$ cat config.mk
export PLATFORM = sky130hd
export DESIGN_NAME = csid_lamp_driver
export DESIGN_NICKNAME = d
export VERILOG_FILES = /design/src/verilog/csid_pkg.sv /design/src/verilog/csid_flash_if.sv /design/src/verilog/csid_lamp_driver.sv /design/src/verilog/csid_flash_gen.sv
export SDC_FILE = /design/constraint.sdc
export NUM_CORES = 1
export LEC_CHECK = 0
export BUFFER_PORTS_ARGS = -buffer_cell sky130_fd_sc_hd__buf_2
export CORE_MARGIN = 2
export CORE_UTILIZATION = 25
export CTS_CLUSTER_SIZE = 10
export DETAILED_ROUTE_END_ITERATION = 8
export PLACE_DENSITY_LB_ADDON = 0.3
export SLEW_MARGIN = 20
export SYNTH_ARGS = -nofsm -noshare
export SYNTH_HDL_FRONTEND = slang
export SYNTH_HIERARCHICAL = 1
export SYNTH_SLANG_ARGS = --single-unit
$ cat constraint.sdc
create_clock -name ref_clk_i -period 2.4 [get_ports ref_clk_i]
set_clock_uncertainty 0.05 [all_clocks]
set_input_delay 0.36 -clock ref_clk_i [delete_from_list [all_inputs] [get_ports ref_clk_i]]
set_output_delay 0.36 -clock ref_clk_i [all_outputs]
set_load 0.005 [all_outputs]
$ cat src/verilog/csid_pkg.sv
// Purpose: Constants and types shared by the status lamp driver
// Assumes: 25 MHz reference clock
// Notes: Flash timing is a free choice, kept here as named values
package csid_pkg;
    localparam int unsigned CLK_HZ = 25_000_000;
    localparam int unsigned FLASH_HALF_MS = 200;
    localparam int unsigned BURST_GAP_MS = 1000;
    localparam int unsigned TICK_CYCLES = CLK_HZ / 1000 * FLASH_HALF_MS;
    localparam int unsigned GAP_TICKS = BURST_GAP_MS / FLASH_HALF_MS;
    localparam int unsigned TICK_W = 24;
    localparam int unsigned PHASE_W = 5;
    localparam logic [TICK_W-1:0] TICK_LAST = TICK_W'(TICK_CYCLES - 1);
    localparam logic [TICK_W-1:0] TICK_RST = 24'h00_0000;
    localparam logic [PHASE_W-1:0] PHASE_RST = 5'h00;
    // Burst codes: n pulses then a gap
    localparam int unsigned BURST_MAX = 4;
    localparam logic [PHASE_W-1:0] PHASE_LAST = PHASE_W'(2 * BURST_MAX + GAP_TICKS - 1);

    typedef enum logic [2:0] {
        CSID_OFF = 3'b000,
        CSID_ON = 3'b001,
        CSID_FLASH = 3'b010,
        CSID_FLASH_2 = 3'b011,
        CSID_FLASH_3 = 3'b100,
        CSID_FLASH_4 = 3'b101
    } csid_pattern_t;
endpackage

$ cat src/verilog/csid_flash_if.sv
// Purpose: Flash waveforms from the generator to the lamp logic
// Assumes: One clock domain
// Notes: All waves are levels
`timescale 1ns/1ps
interface csid_flash_if;
    logic plain;
    logic [2:0] burst;
    modport gen (output plain, output burst);
    modport use_side (input plain, input burst);
endinterface

$ cat src/verilog/csid_lamp_driver.sv
// Purpose: Drive coupler front-panel status lamps from internal state
// Assumes: Status inputs synchronous to ref_clk_i, lamp outputs active high
// Notes: Error indications take priority over normal ones on system and health lamps (bar hot swap flash with substitution), not on link
// Contract
// [RULE_01] Supply lamp follows main supply presence
// [RULE_02] Field power lamp follows I/O supply
// [RULE_03] System green steady while online with master
// [RULE_04] System red steady on unrecovered fault
// [RULE_05] Diagnostic green steady while transfers run
// [RULE_06] Diagnostic red steady when module bus fails
// [RULE_07] Link green off at init, flash pending
// [RULE_08] Link green steady when connection established
// [RULE_09] Link red off when unpowered, offline, untested; code still flashes it on connect timeout without network power
// [RULE_10] Link red flashes on timeouts
// [RULE_11] Link red steady on serious faults
// [RULE_12] Distinct flash codes for waiting, swap, module faults
// [RULE_13] Flash timing from parameterised clock counters
`timescale 1ns/1ps
module csid_lamp_driver (
    // Clock and reset
    input wire logic ref_clk_i,
    input wire logic arst_n_i,
    // Supplies
    input wire logic main_supply_ok_i,
    input wire logic io_supply_ok_i,
    // Coupler operation
    input wire logic online_i,
    input wire logic master_active_i,
    input wire logic init_done_i,
    input wire logic init_fail_i,
    input wire logic run_fail_i,
    input wire logic fw_mismatch_i,
    input wire logic initializing_i,
    input wire logic netinit_fail_i,
    // Internal module bus
    input wire logic multi_xfer_run_i,
    input wire logic single_xfer_run_i,
    input wire logic internal_module_bus_fail_i,
    input wire logic hot_swap_i,
    input wire logic module_substituted_i,
    input wire logic no_module_i,
    input wire logic abnormal_module_i,
    input wire logic limit_exceeded_i,
    // Field network
    input wire logic link_init_i,
    input wire logic link_online_i,
    input wire logic link_connected_i,
    input wire logic link_conn_error_i,
    input wire logic net_power_ok_i,
    input wire logic addr_test_done_i,
    input wire logic exchange_timeout_i,
    input wire logic connect_timeout_i,
    input wire logic serious_fault_i,
    input wire logic dup_address_i,
    // Lamps
    output logic supply_lamp_o,
    output logic io_power_lamp_o,
    output logic system_lamp_green_o,
    output logic system_lamp_red_o,
    output logic module_health_lamp_green_o,
    output logic module_health_lamp_red_o,
    output logic fieldbus_link_lamp_green_o,
    output logic fieldbus_link_lamp_red_o
);
    typedef struct packed {
        logic supply;
        logic io_power;
        logic sys_g;
        logic sys_r;
        logic module_health_lamp_g;
        logic module_health_lamp_r;
        logic link_g;
        logic link_r;
    } csid_lamp_state_t;

    csid_lamp_state_t st;
    csid_lamp_state_t next_st;
    csid_flash_if flash_bus ();

    csid_flash_gen u_flash (
        .ref_clk_i(ref_clk_i),
        .arst_n_i(arst_n_i),
        .flash(flash_bus.gen)
    );

    // Map a display pattern to the lamp level at this moment
    function automatic logic pattern_level(input csid_pkg::csid_pattern_t pat, input logic plain,
                                           input logic [2:0] burst);
        unique case (pat)
            csid_pkg::CSID_OFF: pattern_level = 1'b0;
            csid_pkg::CSID_ON: pattern_level = 1'b1;
            csid_pkg::CSID_FLASH: pattern_level = plain;
            csid_pkg::CSID_FLASH_2: pattern_level = burst[0];
            csid_pkg::CSID_FLASH_3: pattern_level = burst[1];
            csid_pkg::CSID_FLASH_4: pattern_level = burst[2];
            default: pattern_level = 1'b0;
        endcase
    endfunction

    // Pattern that leaves its element dark
    function automatic logic is_dark(input csid_pkg::csid_pattern_t pat);
        is_dark = (pat == csid_pkg::CSID_OFF);
    endfunction

    // Link may report only with supply and node online
    function automatic logic link_reachable(input logic supply_ok, input logic online);
        link_reachable = supply_ok && online;
    endfunction

    csid_pkg::csid_pattern_t sys_g_pat;
    csid_pkg::csid_pattern_t sys_r_pat;
    csid_pkg::csid_pattern_t module_health_lamp_g_pat;
    csid_pkg::csid_pattern_t module_health_lamp_r_pat;
    csid_pkg::csid_pattern_t link_g_pat;
    csid_pkg::csid_pattern_t link_r_pat;

    always_comb begin
        // System lamp
        sys_r_pat = csid_pkg::CSID_OFF;
        if (init_fail_i || run_fail_i || fw_mismatch_i) begin
            sys_r_pat = csid_pkg::CSID_ON; // [RULE_04]
        end else if (initializing_i || netinit_fail_i) begin
            sys_r_pat = csid_pkg::CSID_FLASH; // [RULE_12]
        end
        sys_g_pat = csid_pkg::CSID_OFF;
        // Green only while red is dark
        if (is_dark(sys_r_pat)) begin
            if (online_i && master_active_i) begin
                sys_g_pat = csid_pkg::CSID_ON; // [RULE_03]
            end else if (init_done_i) begin
                sys_g_pat = csid_pkg::CSID_FLASH; // [RULE_12]
            end
        end

        // Module health lamp
        module_health_lamp_r_pat = csid_pkg::CSID_OFF;
        // Steady bus fault outranks every flash code
        if (internal_module_bus_fail_i) begin
            module_health_lamp_r_pat = csid_pkg::CSID_ON; // [RULE_06]
        end else if (limit_exceeded_i) begin
            module_health_lamp_r_pat = csid_pkg::CSID_FLASH_4; // [RULE_12]
        end else if (abnormal_module_i) begin
            module_health_lamp_r_pat = csid_pkg::CSID_FLASH_3; // [RULE_12]
        end else if (no_module_i) begin
            module_health_lamp_r_pat = csid_pkg::CSID_FLASH_2; // [RULE_12]
        end else if (module_substituted_i) begin
            module_health_lamp_r_pat = csid_pkg::CSID_FLASH; // [RULE_12]
        end
        module_health_lamp_g_pat = csid_pkg::CSID_OFF;
        if (is_dark(module_health_lamp_r_pat)
                || (module_substituted_i && module_health_lamp_r_pat == csid_pkg::CSID_FLASH)) begin
            if (hot_swap_i) begin
                module_health_lamp_g_pat = csid_pkg::CSID_FLASH; // [RULE_12]
            end else if (multi_xfer_run_i && single_xfer_run_i && is_dark(module_health_lamp_r_pat)) begin
                module_health_lamp_g_pat = csid_pkg::CSID_ON; // [RULE_05]
            end
        end

        // Field network link lamp
        link_r_pat = csid_pkg::CSID_OFF;
        if (link_reachable(main_supply_ok_i, link_online_i) && net_power_ok_i && addr_test_done_i) begin // [RULE_09]
            if (serious_fault_i || dup_address_i) begin
                link_r_pat = csid_pkg::CSID_ON; // [RULE_11]
            end else if (exchange_timeout_i || connect_timeout_i) begin
                link_r_pat = csid_pkg::CSID_FLASH; // [RULE_10]
            end
        end else if (link_reachable(main_supply_ok_i, link_online_i) && !net_power_ok_i
                && connect_timeout_i) begin
            // Connection timeout still flashes when network power is missing
            link_r_pat = csid_pkg::CSID_FLASH; // [RULE_10]
        end
        link_g_pat = csid_pkg::CSID_OFF;
        if (!link_init_i && link_online_i) begin // [RULE_07]
            if (link_connected_i && !link_conn_error_i) begin
                link_g_pat = csid_pkg::CSID_ON; // [RULE_08]
            end else begin
                link_g_pat = csid_pkg::CSID_FLASH; // [RULE_07]
            end
        end
    end

    // Element order: system, health, link; green before red
    csid_pkg::csid_pattern_t elem_pat [6];
    logic [5:0] elem_level;

    assign elem_pat[0] = sys_g_pat;
    assign elem_pat[1] = sys_r_pat;
    assign elem_pat[2] = module_health_lamp_g_pat;
    assign elem_pat[3] = module_health_lamp_r_pat;
    assign elem_pat[4] = link_g_pat;
    assign elem_pat[5] = link_r_pat;

    for (genvar k = 0; k < 6; k++) begin : g_level
        assign elem_level[k] = pattern_level(elem_pat[k], flash_bus.plain, flash_bus.burst); // [RULE_13]
    end

    always_comb begin
        next_st.supply = main_supply_ok_i; // [RULE_01]
        next_st.io_power = io_supply_ok_i; // [RULE_02]
        next_st.sys_g = elem_level[0];
        next_st.sys_r = elem_level[1];
        next_st.module_health_lamp_g = elem_level[2];
        next_st.module_health_lamp_r = elem_level[3];
        next_st.link_g = elem_level[4];
        next_st.link_r = elem_level[5];
    end

    // Lamps registered so every output leaves a flip-flop
    always_ff @(posedge ref_clk_i or negedge arst_n_i) begin
        if (!arst_n_i) begin
            st <= '0;
        end else begin
            st <= next_st;
        end
    end

    assign supply_lamp_o = st.supply;
    assign io_power_lamp_o = st.io_power;
    assign system_lamp_green_o = st.sys_g;
    assign system_lamp_red_o = st.sys_r;
    assign module_health_lamp_green_o = st.module_health_lamp_g;
    assign module_health_lamp_red_o = st.module_health_lamp_r;
    assign fieldbus_link_lamp_green_o = st.link_g;
    assign fieldbus_link_lamp_red_o = st.link_r;
endmodule

$ cat src/verilog/csid_flash_gen.sv
// Purpose: Free-running flash waveform generator
// Assumes: Synchronous inputs, asynchronous active-low reset
// Notes: burst[k] gives k+2 pulses then a gap
`timescale 1ns/1ps
module csid_flash_gen (
    // Clock and reset
    input wire logic ref_clk_i,
    input wire logic arst_n_i,
    // Waveforms
    csid_flash_if.gen flash
);
    typedef struct packed {
        logic [csid_pkg::TICK_W-1:0] tick;
        logic [csid_pkg::PHASE_W-1:0] phase;
        logic plain;
        logic [2:0] burst;
    } csid_gen_state_t;

    csid_gen_state_t st;
    csid_gen_state_t next_st;

    always_comb begin
        next_st = st;
        if (st.tick == csid_pkg::TICK_LAST) begin // [RULE_13]
            next_st.tick = csid_pkg::TICK_RST;
            next_st.plain = ~st.plain;
            next_st.phase = (st.phase == csid_pkg::PHASE_LAST) ? csid_pkg::PHASE_RST
                : st.phase + 5'h01;
        end else begin
            next_st.tick = st.tick + 24'h00_0001;
        end
        for (int k = 0; k < 3; k++) begin
            // Even phases below 2*(k+2) are lit
            next_st.burst[k] = (next_st.phase < 5'(2 * (k + 2))) && !next_st.phase[0]; // [RULE_13]
        end
    end

    always_ff @(posedge ref_clk_i or negedge arst_n_i) begin
        if (!arst_n_i) begin
            st <= '0;
        end else begin
            st <= next_st;
        end
    end

    assign flash.plain = st.plain;
    assign flash.burst = st.burst;
endmodule

Word-level counts from Yosys, hierarchy flattened
Cells that the tools add are included.
{ "totals": {"ff_bits": 41, "out_inout_bits": 8, "elab_cells": 104, "inputBits": 30} }
{ "op_classes": {"order_cmp": 3, "n_addsub": 2, "n_reduce_logical": 26, "n_bitwise": 1, "n_eq_ne": 32, "muxes": 28} }
{ "op_table": {"columns": ["op", "n"], "rows": [
  ["equality test 3 x 2 -> 1 bit, second input constant", 12],
  ["equality test 3 bit, second input constant", 12],
  ["one-hot mux 1 bit (5 select lines)", 6],
  ["two-way mux 2 bit", 13],
  ["adder 24 x 1 -> 24 bit, second input constant", 1],
  ["equality test 24 x 23 -> 1 bit, second input constant", 1],
  ["two-way mux 24 bit", 1],
  ["equality test 3 x 1 -> 1 bit, second input constant", 6],
  ["two-way mux 3 bit", 5],
  ["logical AND 1 bit", 14],
  ["less-than comparator 5 x 3 -> 1 bit, second input constant", 2],
  ["zero test 3 bit", 2],
  ["logical OR 1 bit", 6],
  ["two-way mux 6 bit", 1],
  ["adder 5 x 1 -> 5 bit, second input constant", 1],
  ["equality test 5 x 4 -> 1 bit, second input constant", 1],
  ["less-than comparator 5 x 4 -> 1 bit, second input constant", 1],
  ["two-way mux 5 bit", 1],
  ["zero test 1 bit", 4],
  ["two-way mux 1 bit", 1],
  ["inverter 1 bit", 1]
]} }

Logic depth before layout (Yosys ltp)
{ "depth": {"word_depth": 12, "mapped_depth": 7, "ltp_nobuf": 7} }

Hierarchy
The synthesis kept the hierarchy.
{ "by_module_without_submodules": {"columns": ["mod", "seq_area_each_um2", "n_inst", "area_per_inst_um2", "cells_per_inst"], "rows": [
  ["csid_flash_gen", 825.8, 1, 1585.3, 152],
  ["csid_lamp_driver", 200.2, 1, 344.1, 32]
]} }

Least setup slack after synthesis
No wires, ideal clock.
{ "synth_timing": {"path_type": "reg2reg", "startpoint": "reg u_flash/st[9] (netlist name)", "endpoint": "reg u_flash.st, in the netlist u_flash/flash.burst[0]", "period_less_slack_ns": 1.976, "arrival_ns": 1.781, "setup_time_ns": 0.145, "required_time_ns": 2.205, "path_slack_ns": 0.424, "stages_incl_launch_ff": 7, "path_buffers": 0, "cell_sequence": "dfrtp_1 > ha_1 > nand2_1 > nor4_1 > nand2_1 > o41ai_2 > a211oi_1"} }
{ "synth_lines": {"columns": ["element", "line", "text"], "rows": [
  ["start, declared", "csid_flash_gen.sv:19", "csid_gen_state_t st;"],
  ["start signal, assigned", "csid_flash_gen.sv:42", "st <= next_st;"]
]} }

==> flow_summary_export.csv <==
group,metric,value,unit
status,status,"finished clean",
timing,tightestPinTransition,0.494,ns
pwr,swShare,19.1,%
setup_path,cp-end-kind,"register",
placed_design,placed_cell_area,2250,sq um
timing,rsz0062_at_grt,"no",
detailed_routing,ant_nets,0,
detailed_routing,wirelength,3870,um
run,cap_violations,0,
min_path,min_path_type,"input port to register",
global_route,met1_usage,13.7,%
pwr,pwr-share-clk,42.7,%
floorplan,ios,38,
setup_path,r2r-start,"u_flash/st[9]",
cells_and_area,n_fill_cell,806,
global_route,grt_use_total,9.64,%
logic_synthesis,yosysTopAreaCell,"dfrtp_1",
logic_synthesis,synth_enable_flop_cells,0,
placed_design,dp_cells,324,
setup_path,cp_max_fo,5,
timing,setup_total_negative_slack,0,ns
setup_path,cp.required,2.54,ns
timing,hold_viol,0,
cells_and_area,postLayoutCoreUtil,31.4,%
pwr,power_frac_seq,53.0,%
placed_design,io_buffers,37,
placed_design,dpl.hpwl,2870,um
detailed_routing,dr.first_iter.drc_count,72,
cts,cts_buffers,5,
setup_path,r2r_slack,0.19,ns
cts,htreeDepth,2,
timing,period_minus_slack,2.21,ns
pwr,power,1310,uW
global_route,grt_pass1_vias,1392,
global_route,grt_overflow,0,
global_route,antenna_found_initial,0,
setup_path,cp-endpoint,"u_flash/flash.burst[1]",
timing,min_period_over_period,91.9,%
pwr,p_leak,0.00106,uW
cells_and_area,nets,263,
cts,clk_latency,0.28,ns
cts,cts_setup_buffers,0,
detailed_routing,drc,0,
pwr,p_switching,250,uW
logic_synthesis,synth_cells,184,
cells_and_area,area_growth,23.7,%
logic_synthesis,avgSynthCellArea,10.5,sq um
setup_path,r2r-end,"u_flash/flash.burst[1]",
cells_and_area,final_cell_area,2390,sq um
cts,cts_sinks,41,
logic_synthesis,netlist.area_leader.share,53.2,%
placed_design,gp_congestion,0.807,
floorplan,die_w,91.9,um
detailed_routing,vias,1464,
global_route,grt_pass1_wl,6600,um
detailed_routing,wl_per_cell,11.6,um
floorplan,die_h,91.9,um
logic_synthesis,synth_area_leaders,"dfrtp_1 (53%), xor2_1 (5.4%), xnor2_1 (4.1%)",
floorplan,die_area,8440,sq um
logic_synthesis,async_flop_share,100,%
setup_path,r2r_cells,6,
setup_path,startpoint_type,"register",
logic_synthesis,synth_cell_types,37,
logic_synthesis,ys.flop_type,"dfrtp_1",
detailed_routing,viasPerCell,4.40,
floorplan,num_rows,32,
pwr,combPwrFrac,4.3,%
timing,relSlewSlack,66.7,%
timing,slew_viol_final,0,
logic_synthesis,yosysSeqAreaShare,53.2,%
global_route,busiest_layer,"met2",
cells_and_area,drive_above_1_share,24.7,%
setup_path,critPathLaunch,"u_flash/st[9]",
global_route,gr-usage-met3,2.63,%
pwr,peakVddDrop,0.298,mV
logic_synthesis,ys_seq_elements,41,
global_route,grt_max_degree,22,
logic_synthesis,synth_commonest_cells,"dfrtp_1 (41), nor2_1 (19), nand3_1 (15), nand2_1 (14), xor2_1 (12)",
logic_synthesis,yosys_warnings,6,
logic_synthesis,synth_fp_nets,217,
logic_synthesis,yosysMostFrequentCell,"dfrtp_1",
floorplan,initial_core_util,25.4,%
global_route,grt_use_met2,14.5,%
timing,setup_viol,0,
cts,clock_path_buffers,2,
pwr,p_per_area,550,nW/um^2
cts,clkTransAtPathRegs,0.08,ns
cts,cts_tree,"done",
setup_path,cp.arrival,2.35,ns
cts,cts-root-buf,"clkbuf_8",
floorplan,coreArea,7610,sq um
timing,max_freq,453,MHz
pwr,cellInternalPower,1060,uW
cells_and_area,antenna_cells,0,
detailed_routing,drt_pre_antenna_iters,4,
logic_synthesis,syn_area,1930,sq um
setup_path,critPathKind,"register to register",
cells_and_area,fin_cells,333,
power groups by stage:
stage | Sequential [uW] | Clock, uW | Combinational, uW
6_report | 695 | 560 | 56.1
2_1_floorplan | 710 | 0 | 9.57
4_1_cts | 695 | 586 | 58.0
3_3_place_gp | 709 | 0 | 56.0
3_5_place_dp | 709 | 0 | 56.5
5_1_grt | 696 | 615 | 64.7
sequential cells by signal, indices dropped and copies added (netlist names):
register                    flops
fieldbus_link_lamp_green_o      1
module_health_lamp_green_o      1
system_lamp_green_o             1
u_flash/flash.plain             1
io_power_lamp_o                 1
fieldbus_link_lamp_red_o        1
supply_lamp_o                   1
u_flash/flash.burst             3
system_lamp_red_o               1
module_health_lamp_red_o        1
u_flash/st                     29
metal layers:
| layer | wire length, um | part of all wire, % |
|---|---|---|
| met1 | 2000 | 52 |
| met2 | 1570 | 41 |
| met3 | 288 | 7.4 |
| met4 | 12 | 0.31 |
| met5 | 0 | 0 |
placed cells by master (no fill, tap or decap), types with 2 or more instances in the layout:
cell,netlist,final
dfrtp_1,41,41
buf_2,0,37
nor2_1,19,19
nand3_1,15,15
nand2_1,14,14
xor2_1,12,12
xnor2_1,9,9
inv_1,8,8
a21oi_1,7,7
o21ai_0,6,6
clkbuf_8,0,6
buf_4,3,5
nor3_1,4,4
nand4_1,4,4
nor4_1,5,4
o31ai_1,4,4
nor4b_1,3,3
o211ai_1,3,3
ha_1,3,3
or4_4,2,2
o21ai_1,2,2
and3_1,2,2
a211oi_1,2,2
worst min path at each step:
stage,from,end,slack (ns),depth (start not counted)
6_report,io_supply_ok_i,io_power_lamp_o,0.13,1
5_1_grt,io_supply_ok_i,io_power_lamp_o,0.12,1
4_1_cts,io_supply_ok_i,io_power_lamp_o,0.13,1
3_5_place_dp,arst_n_i,u_flash/st[22],0.30,1
3_3_place_gp,arst_n_i,u_flash/st[22],0.30,1
2_1_floorplan,arst_n_i,fieldbus_link_lamp_green_o,0.01,0
kinds of logic (layout without fill, tap and decap cells):
family	count (synthesis)	count (layout)	synth area share [%]
and+or+nand+nor	77	77	21.9
DFF	41	41	53.2
AOI/OAI and AO/OA	30	30	10.5
xor gates and xnor gates	21	21	9.53
buffers and inverters	12	59	2.92
adders and majority gates	3	3	1.95
area by class of cell:
type	instances	area (sq um)	share of cell area, %
Tap cell	102	128	5.35
Timing Repair Buffer	43	233	9.75
Clock inverter	1	30.0	1.26
Clock buffer	7	86.3	3.62
Sequential cell	41	1030	43.0
Multi-Input combinational cell	131	853	35.8
Inverter	8	30.0	1.26
stage by stage:
step / setup slack [ns] / hold slack [ns]
final: 0.194 / 0.134
after global routing: 0.0769 / 0.118
after CTS: 0.212 / 0.127
after detailed placement: 0.232 / 0.297
after global placement: 0.331 / 0.297
after floorplan: 0.424 / 0.0144
critical path, stage by stage, from the launching register on:
cell and delay (ns):
dfrtp_1 0.39, ha_1 0.21, nand2_1 0.14, or4_4 0.58, o31ai_1 0.35, o41ai_2 0.19
a221oi_2 0.20
what timing repair did:
| action | in CTS | in global routing |
|---|---|---|
| resized for setup | 0 | 1 |
| hold endpoints to repair | 20 | 0 |
| hold buffers | 1 | 0 |
| endpoints found under the setup margin | 0 | 3 |
No activity file was read; power rests on OpenSTA's default activity.
